$ cat config.mk
export PLATFORM = sky130hd
export DESIGN_NAME = rtc_cal
export DESIGN_NICKNAME = d
export VERILOG_FILES = /design/src/hdl/rtc_cal_pkg.sv /design/src/hdl/rtc_cal.sv
export SDC_FILE = /design/constraint.sdc
export NUM_CORES = 1
export LEC_CHECK = 0
export BUFFER_PORTS_ARGS = -buffer_cell sky130_fd_sc_hd__buf_4
export CORE_UTILIZATION = 66
export CTS_CLUSTER_SIZE = 40
export DETAILED_ROUTE_END_ITERATION = 10
export PLACE_DENSITY = 0.86
export SLEW_MARGIN = 15
export SYNTH_ARGS = -nofsm -noshare
export SYNTH_HDL_FRONTEND = slang
export SYNTH_SLANG_ARGS = --single-unit
$ cat constraint.sdc
create_clock -name clk -period 7.7 [get_ports clk]
set_input_delay 0.77 -clock clk [delete_from_list [all_inputs] [get_ports clk]]
set_output_delay 0.77 -clock clk [all_outputs]
set_load 0.01 [all_outputs]
$ cat src/hdl/rtc_cal_pkg.sv
// package: constants, register map and types of the rtc frequency correction unit
//
// Overview of operation
// - select 00 leaves test output undriven
// - offset magnitude eight bits, limit 240
// - offset register reads back last write
// - no offset correction when held or zero
// - offset write clears temperature compensation
// - sixty second cycles, one 16k pulse/ppm
// - positive inserts pulse, negative removes pulse
// - offset sign set speeds up, clear slows
// - at most one correction per quarter second
// - test output taken from corrected clock
// - interval 000 uncorrected, others corrected clock
// - second prescaler, interval flags use corrected clock
// - compensation: low magnitude, high byte sign
// - compensation register needs no unlock
// - no compensation when held or zero
// - compensation takes effect next cycle only
// - signed sum clamped to plus/minus 240
// - compensation read returns signed sum
// - sign byte alone stays pending
// - ready bit; writes while not ready dropped
// - ok bit reports last write outcome
// - value applied once per minute, persists
package rtc_cal_pkg;
  // register byte offsets
  localparam logic [7:0] RTC_CTRL_OFS = 8'h00;
  localparam logic [7:0] RTC_OCAL_OFS = 8'h04;
  localparam logic [7:0] RTC_TCMP_LO_OFS = 8'h08;
  localparam logic [7:0] RTC_TCMP_HI_OFS = 8'h0C;
  // control register fields
  localparam int RTC_HOLD_BIT = 0;
  localparam int RTC_FSEL_LSB = 1;
  localparam int RTC_IP0_LSB = 4;
  localparam int RTC_IP1_LSB = 8;
  // calibration register fields
  localparam int RTC_SIGN_BIT = 15;
  localparam int RTC_RDY_BIT = 14;
  localparam int RTC_OK_BIT = 13;
  // reset values
  localparam logic RTC_HOLD_RST = 1'b1;
  localparam logic [15:0] RTC_ZERO16 = 16'h0000;
  // timing: cycle length, quarter seconds, pulses per quarter
  localparam int RTC_CYCLE_S = 60;
  localparam int RTC_Q0_HZ = 16384;
  localparam int RTC_QUARTERS = RTC_CYCLE_S * 4;
  localparam int RTC_QS_PULSES = RTC_Q0_HZ / 4;
  localparam logic [7:0] RTC_LAST_QUARTER = 8'(RTC_QUARTERS - 1);
  localparam logic [1:0] RTC_XFER_TICKS = 2'h2;
  // correction limit in ppm
  localparam logic signed [9:0] RTC_LIMIT = 10'sd240;
  // prescaler tap indices (bit j runs at 16384 / 2^(j+1) Hz)
  localparam logic [3:0] RTC_TAP_512 = 4'h4;
  localparam logic [3:0] RTC_TAP_256 = 4'h5;
  localparam logic [3:0] RTC_TAP_1HZ = 4'hD;
  localparam logic [3:0] RTC_TAP_RT1 = 4'h7;
  localparam logic [5:0] RTC_LAST_SEC = 6'(RTC_CYCLE_S - 1);

  // output frequency select codes
  typedef enum logic [1:0] {
    RTC_FOFF = 2'b00,
    RTC_F512 = 2'b01,
    RTC_F256 = 2'b10,
    RTC_F1HZ = 2'b11
  } rtc_fsel_t;

  // register port request
  typedef struct packed {
    logic [7:0] addr;
    logic [15:0] wdata;
    logic wr;
    logic rd;
  } rtc_bus_req_t;
endpackage

$ cat src/hdl/rtc_cal.sv
// rtc offset calibration and temperature compensation unit
//
// Our own choices: the register offsets and the plain strobed port.
`timescale 1ns/100ps
module rtc_cal #(
  parameter int QS_PULSES = rtc_cal_pkg::RTC_QS_PULSES
) (
  // clock and reset
  input wire logic clk,
  input wire logic arst_n,
  // register port
  input wire rtc_cal_pkg::rtc_bus_req_t bus,
  output logic [15:0] rdata,
  // 32768 hz oscillator pin
  input wire logic lf_clk_in,
  // calibration test output pin
  output logic cal_test_output,
  output logic cal_test_output_oe,
  // event pulses to the interrupt flag logic
  output logic first_prescaler_flag,
  output logic second_prescaler_flag,
  output logic interval_event_flag
);
  import rtc_cal_pkg::*;

  // whole state of the unit
  typedef struct packed {
    logic [1:0] lf_sync;
    logic lf_prev;
    logic q0_tog;
    logic counter_hold;
    rtc_fsel_t cal_out_freq_sel;
    logic [2:0] first_prescaler_irq_interval;
    logic [2:0] rt1_interval;
    logic [7:0] offset_cal_magnitude;
    logic offset_cal_sign;
    logic [7:0] temp_comp_magnitude;
    logic temp_comp_sign;
    logic sign_pend;
    logic [7:0] xfer_mag;
    logic xfer_sign;
    logic [1:0] xfer_cnt;
    logic temp_comp_write_ready;
    logic temp_comp_write_ok;
    logic [11:0] qs_cnt;
    logic [7:0] quarter;
    logic [7:0] remain;
    logic dir_up;
    logic ins_pend;
    logic rem_pend;
    logic [14:0] pre;
    logic [5:0] sec;
    logic cal_out;
    logic cal_oe;
    logic f0;
    logic f1;
    logic fev;
    logic [15:0] rdata;
  } rtc_state_t;

  rtc_state_t q; // registered state
  rtc_state_t next_q; // next state
  logic lf_tick; // one cycle per oscillator rising edge
  logic run; // counters running
  logic q0_pulse; // uncorrected 16k pulse
  logic off_tick; // oscillator edge between 16k pulses
  logic corr; // corrected 16k pulse
  logic signed [9:0] sum; // signed offset plus compensation
  logic signed [9:0] eff; // clamped correction
  logic [8:0] sum_mag; // magnitude of the sum
  logic [7:0] sched; // corrections left before scheduling

  // sign and magnitude to signed value, sign set means speed up
  function automatic logic signed [9:0] rtc_signed(input logic s, input logic [7:0] m);
    logic signed [9:0] v;
    v = signed'({2'b00, m});
    return s ? v : -v;
  endfunction

  // true when every bit of v up to index k is one (carry out of that stage)
  function automatic logic rtc_carry(input logic [14:0] v, input logic [3:0] k);
    logic r;
    r = 1'b1;
    for (int i = 0; i < 15; i++) begin
      if (i <= int'(k)) begin
        r = r & v[i];
      end
    end
    return r;
  endfunction

  // correction sum and its limit
  always_comb begin
    sum = rtc_signed(q.offset_cal_sign, q.offset_cal_magnitude)
        + rtc_signed(q.temp_comp_sign, q.temp_comp_magnitude);
    sum_mag = sum[9] ? 9'(-sum) : sum[8:0];
    // excess beyond the limit is simply dropped
    if (sum > RTC_LIMIT) begin
      eff = RTC_LIMIT;
    end else if (sum < -RTC_LIMIT) begin
      eff = -RTC_LIMIT;
    end else begin
      eff = sum;
    end
  end

  // next state
  always_comb begin
    next_q = q;
    // two-flop synchroniser, edge taken from the second flop only
    next_q.lf_sync = {q.lf_sync[0], lf_clk_in};
    next_q.lf_prev = q.lf_sync[1];
    lf_tick = q.lf_sync[1] & ~q.lf_prev;
    run = ~q.counter_hold;
    q0_pulse = run & lf_tick & q.q0_tog;
    off_tick = run & lf_tick & ~q.q0_tog;
    // removal swallows a 16k pulse, insertion fills the gap between two
    corr = (q0_pulse & ~q.rem_pend) | (off_tick & q.ins_pend);
    sched = q.remain;
    if (run & lf_tick) begin
      next_q.q0_tog = ~q.q0_tog;
    end
    if (q0_pulse) begin
      next_q.rem_pend = 1'b0;
    end
    if (off_tick) begin
      next_q.ins_pend = 1'b0;
    end
    if (corr) begin
      next_q.pre = q.pre + 15'h0001;
    end
    // quarter second timer on the uncorrected clock
    if (q0_pulse) begin
      if (q.qs_cnt == 12'(QS_PULSES - 1)) begin
        next_q.qs_cnt = 12'h000;
        if (q.quarter == RTC_LAST_QUARTER) begin
          // new sixty second cycle: latch the limited sum
          next_q.quarter = 8'h00;
          sched = eff[9] ? 8'(-eff) : eff[7:0];
          next_q.dir_up = ~eff[9];
        end else begin
          next_q.quarter = q.quarter + 8'h01;
        end
        // one correction at most per quarter second
        if (sched != 8'h00) begin
          next_q.remain = sched - 8'h01;
          next_q.ins_pend = (sched != 8'h00) & ((q.quarter == RTC_LAST_QUARTER)
                            ? ~eff[9] : q.dir_up);
          next_q.rem_pend = (sched != 8'h00) & ((q.quarter == RTC_LAST_QUARTER)
                            ? eff[9] : ~q.dir_up);
        end else begin
          next_q.remain = 8'h00;
        end
      end else begin
        next_q.qs_cnt = q.qs_cnt + 12'h001;
      end
    end
    // held counters apply nothing and drop any pending correction
    if (q.counter_hold) begin
      next_q.ins_pend = 1'b0;
      next_q.rem_pend = 1'b0;
    end
    // event taps from the corrected prescaler, except the first tap at interval 000, which uses the uncorrected 16k pulse
    next_q.f0 = (q.first_prescaler_irq_interval == 3'b000) ? q0_pulse
              : corr & rtc_carry(q.pre, 4'(q.first_prescaler_irq_interval - 3'h1));
    next_q.f1 = corr & rtc_carry(q.pre, RTC_TAP_RT1 + 4'(q.rt1_interval));
    next_q.fev = 1'b0;
    if (corr & rtc_carry(q.pre, RTC_TAP_1HZ)) begin
      if (q.sec == RTC_LAST_SEC) begin
        next_q.sec = 6'h00;
        next_q.fev = 1'b1;
      end else begin
        next_q.sec = q.sec + 6'h01;
      end
    end
    // test output taken from the corrected prescaler
    case (q.cal_out_freq_sel)
      RTC_F512: next_q.cal_out = q.pre[RTC_TAP_512];
      RTC_F256: next_q.cal_out = q.pre[RTC_TAP_256];
      RTC_F1HZ: next_q.cal_out = q.pre[RTC_TAP_1HZ];
      default: next_q.cal_out = 1'b0;
    endcase
    next_q.cal_oe = (q.cal_out_freq_sel != RTC_FOFF);
    // compensation transfer completes on oscillator edges
    if (lf_tick & (q.xfer_cnt != 2'h0)) begin
      next_q.xfer_cnt = q.xfer_cnt - 2'h1;
      if (q.xfer_cnt == 2'h1) begin
        next_q.temp_comp_magnitude = q.xfer_mag;
        next_q.temp_comp_sign = q.xfer_sign;
        next_q.temp_comp_write_ready = 1'b1;
      end
    end
    // register writes, no unlock needed anywhere
    if (bus.wr) begin
      if (bus.addr == RTC_CTRL_OFS) begin
        next_q.counter_hold = bus.wdata[RTC_HOLD_BIT];
        next_q.cal_out_freq_sel = rtc_fsel_t'(bus.wdata[RTC_FSEL_LSB +: 2]);
        next_q.first_prescaler_irq_interval = bus.wdata[RTC_IP0_LSB +: 3];
        next_q.rt1_interval = bus.wdata[RTC_IP1_LSB +: 3];
      end else if (bus.addr == RTC_OCAL_OFS) begin
        // software is expected to hold the clock here; not enforced
        next_q.offset_cal_magnitude = bus.wdata[7:0];
        next_q.offset_cal_sign = bus.wdata[RTC_SIGN_BIT];
        next_q.temp_comp_magnitude = 8'h00;
        next_q.temp_comp_sign = 1'b0;
        next_q.xfer_cnt = 2'h0;
        next_q.temp_comp_write_ready = 1'b1;
      end else if (bus.addr == RTC_TCMP_HI_OFS) begin
        next_q.sign_pend = bus.wdata[RTC_SIGN_BIT];
      end else if (bus.addr == RTC_TCMP_LO_OFS) begin
        if (q.temp_comp_write_ready) begin
          next_q.xfer_mag = bus.wdata[7:0];
          next_q.xfer_sign = q.sign_pend;
          next_q.xfer_cnt = RTC_XFER_TICKS;
          next_q.temp_comp_write_ready = 1'b0;
          next_q.temp_comp_write_ok = 1'b1;
        end else begin
          next_q.temp_comp_write_ok = 1'b0;
        end
      end
    end
    // read data stands only in the cycle after the strobe
    next_q.rdata = RTC_ZERO16;
    if (bus.rd) begin
      if (bus.addr == RTC_CTRL_OFS) begin
        next_q.rdata = {5'h00, q.rt1_interval, 1'b0, q.first_prescaler_irq_interval,
                        q.cal_out_freq_sel, q.counter_hold};
      end else if (bus.addr == RTC_OCAL_OFS) begin
        next_q.rdata = {q.offset_cal_sign, 7'h00, q.offset_cal_magnitude};
      end else if (bus.addr == RTC_TCMP_LO_OFS || bus.addr == RTC_TCMP_HI_OFS) begin
        next_q.rdata = {~sum[9], q.temp_comp_write_ready, q.temp_comp_write_ok,
                        4'h0, sum_mag};
      end
    end
  end

  // state register
  always_ff @(posedge clk or negedge arst_n) begin
    if (!arst_n) begin
      q <= '0;
      q.counter_hold <= RTC_HOLD_RST;
      q.temp_comp_write_ready <= 1'b1;
    end else begin
      q <= next_q;
    end
  end

  // outputs straight from flops
  assign rdata = q.rdata;
  assign cal_test_output = q.cal_out;
  assign cal_test_output_oe = q.cal_oe;
  assign first_prescaler_flag = q.f0;
  assign second_prescaler_flag = q.f1;
  assign interval_event_flag = q.fev;
endmodule

==> impl_results.md <==
* Area delta synth->final at 13.0%
* I/O Pins at 50
* Syn Inst Count at 735
* CTS sink cnt at 115
* Worst vdd ir at 0.464 mV
* Port bufs at 42
* Sequential element share of the synthesized area at 0.417
* CTS tree: yes
* Area share of the largest cell type after synthesis at 0.409
* Final hold vios at 0
* Global-route track usage on met3 at 0.0639
* Switching Power at 1.78 mW
* Wire length per cell at 17.9 microns
* CTS max path bufs at 2
* Final ANT Viol Nets at 0
* Comb power frac at 0.604
* DIE AREA at 10,900 sq um
* Initial drt markers at 395
* Drt first pass iters at 5
* DRC at 0
* # resized after CTS at 0
* EDFF count, synth at 0
* Row cnt at 37
* Nets@finish at 819
* PD cells at 500 nW/um^2
* Power share of the sequential group at 0.192
* Top post-synthesis cells by area: dfrtp_1 (41%), xnor2_1 (5.4%), ha_1 (4.9%), nand2_1 (4.7%), mux2_2 (4.2%)
* Internal power at 2.13 mW
* Antenna diodes at 0
* Crit. Startpoint: q[98]
* # hold bufs at CTS at 0
* RSZ-0062 raised after global routing: false
* Hold Slack at 0.182 ns
* Worst R2R Start: q[98]
* First-pass GRT wire length at 27.2 mm
* Commonest non-fill, non-tap cell in the layout: dfrtp_1
* Largest net degree at the start of global routing at 83
* CP Launch Type: register
* Final Instance Area at 7820 sq um
* Initial antenna violation count at 0
* Worst EP required at 8.15 ns
* Outcome: finished, final reports clean
* WP data arrival at 5.94 ns
* Global-route met1 utilization at 0.399
* GR Util met2 at 0.536
* Clock group share of total power at 0.203
* Die H at 104 microns
* Worst rel slew slack at 0.329
* Switching Share at 0.456
* Final wirelength at 16.3 mm
* Area after DPL at 7210 sq um
* Clock transition at path regs at 0.06 ns
* Via count at 5,617
* Final max-slew violation count at 0
* Top cell type by total area after synthesis: dfrtp_1
* Most frequent cells in the layout: dfrtp_1 (113), nand2_1 (86), nor2_1 (63)
* Vias in the first global route at 5,544
* Final setup margin at 2.22 ns
* F_max at 182 MHz
* Die W at 104 microns
* Ys Warns at 0
* Lkg Pwr at 3.56 nW
* Hold Crit Class: in -> async
* Fraction of layout cells with a size suffix above 1 at 0.164
* CORE AREA at 10,200 sq um
* WS Path Type: reg -> reg
* Mapped cell area at 6920 sq um
* CTS buffer count at 17
* CP Capture Type: register
* Via density at 6.17
* Crit share post-route at 0.712
* Pre-CTS WS at 2.29 ns
* Clock period minus worst slack at 5.48 ns
* Gpl congestion at 0.921
* Total track usage at 0.320
* Detail Placement HPWL at 11.5 mm
* Syn avg cell area at 9.41 sq um
* Seq cells post-synth at 115
* GRT overflow at 0
* Initial core utilization at 0.676
* Root Driver: clkbuf_8
* Final setup fails at 0
* Crit-path max FO at 9
* Post-CTS Setup Repair Bufs at 0
* GRT Max-Usage Layer: met2
* Max cap viols at 0
* Worst Skew at 0.00987 ns
* Ys flop type: dfrtp_1
* Worst Tran Pin Value at 1.01 ns
* Cell variety after synth at 84
* Setup_tns at 0 ns
* H-Tree Level Count at 4
* Clk Latency, worst-skew pair at 0.53 ns
* Asr flop ratio synth at 1.00
==> state kept, by name (all words and copies together), names as in the netlist <==
name	count
cal_test_output	1
q	95
rdata	13
next_q	2
cal_test_output_oe	1
first_prescaler_flag	1
interval_event_flag	1
second_prescaler_flag	1
==> cell usage after synthesis (3+ instances only) <==
master,number
and3_1,10
o21ai_0,42
nand2_1,86
o22ai_1,5
xnor2_1,43
buf_4,17
nor2b_1,5
o31ai_1,4
o211ai_1,5
nor3_1,19
a211oi_1,5
a21oi_1,33
nand3_1,28
clkbuf_1,18
mux2i_1,9
nor2_1,63
and4_1,3
buf_2,3
o221ai_1,3
nand2b_1,5
xor2_1,23
or4_1,3
nand4_1,11
and2_1,11
mux2_2,26
a31oi_1,8
inv_1,30
a22oi_1,4
ha_1,27
a21o_1,5
o32ai_1,3
dfrtp_1,113
==> power by group through the flow <==
stage / sequential (mW) / clock, mW / combinational, mW
2_1_floorplan: 0.731 / 0 / 1.89
5_1_grt: 0.760 / 0.822 / 2.57
6_report: 0.752 / 0.794 / 2.36
3_3_place_gp: 0.750 / 0 / 2.26
3_5_place_dp: 0.757 / 0 / 2.32
4_1_cts: 0.750 / 0.800 / 2.34
==> layout make-up <==
class | instances | area, sq um
Clock buffer | 24 | 480
Clock inverter | 8 | 124
Fill cell | 700 | 2410
Inverter | 30 | 113
Multi-Input combinational cell | 551 | 3700
Sequential cell | 115 | 2880
Tap cell | 136 | 170
Timing Repair Buffer | 47 | 353
==> final timing paths <==
kind | slack, ns | to | cells after the start
max | 2.22 | q[49] | 20
min | 0.18 | q[25] | 1
max reg2reg | 2.22 | q[49] | 20
min reg2reg | 0.35 | next_q[115] | 0
max in group asynchronous | 6.14 | q[81] | 2
min in group clk | 0.35 | next_q[117] | 1
==> worst max-delay path, cell delays in order, from the launching register on <==
cell and delay (ns):
dfrtp_1 0.40, nor3_1 0.46, nor2_1 0.10, xnor2_1 0.15
ha_1 0.46, o211ai_1 0.16, o21bai_2 0.27, xor2_1 0.48
nand3_1 0.13, o211ai_1 0.41, nand2_1 0.12, nand2_1 0.09
ha_1 0.23, nor4b_1 0.38, o211ai_1 0.16, mux2i_1 0.16
a21oi_1 0.39, nor4_2 0.13, a31o_2 0.34, o31ai_2 0.25
o2bb2ai_1 0.14
==> kinds of logic after synthesis <==
| kind of cell | count (synthesis) | share of synthesized area |
|---|---|---|
| mux | 36 | 0.0575 |
| fa+ha+maj | 28 | 0.0517 |
| simple gates | 269 | 0.191 |
| buf+inv | 71 | 0.0499 |
| flops | 115 | 0.417 |
| other cells | 1 | 0.000542 |
| compound gates | 147 | 0.144 |
| xor+xnor | 68 | 0.0883 |
==> per-layer routing <==
layer  vias to the layer above  part of all wire
met5                         -                 0
met4                         0             0.027
met3                        36             0.054
met2                       201              0.50
met1                      2746              0.42
li1                       2634                 -
==> metrics by stage <==
stage | util | power (mW) | cells
2_1_floorplan | - | 2.63 | 737
3_3_place_gp | 0.705 | 3.01 | 879
3_5_place_dp | 0.705 | 3.07 | 879
4_1_cts | 0.764 | 3.89 | 911
5_1_grt | 0.764 | 4.15 | 911
6_report | 0.764 | 3.91 | 911
Note: power is estimated with default switching activity, not from simulation.
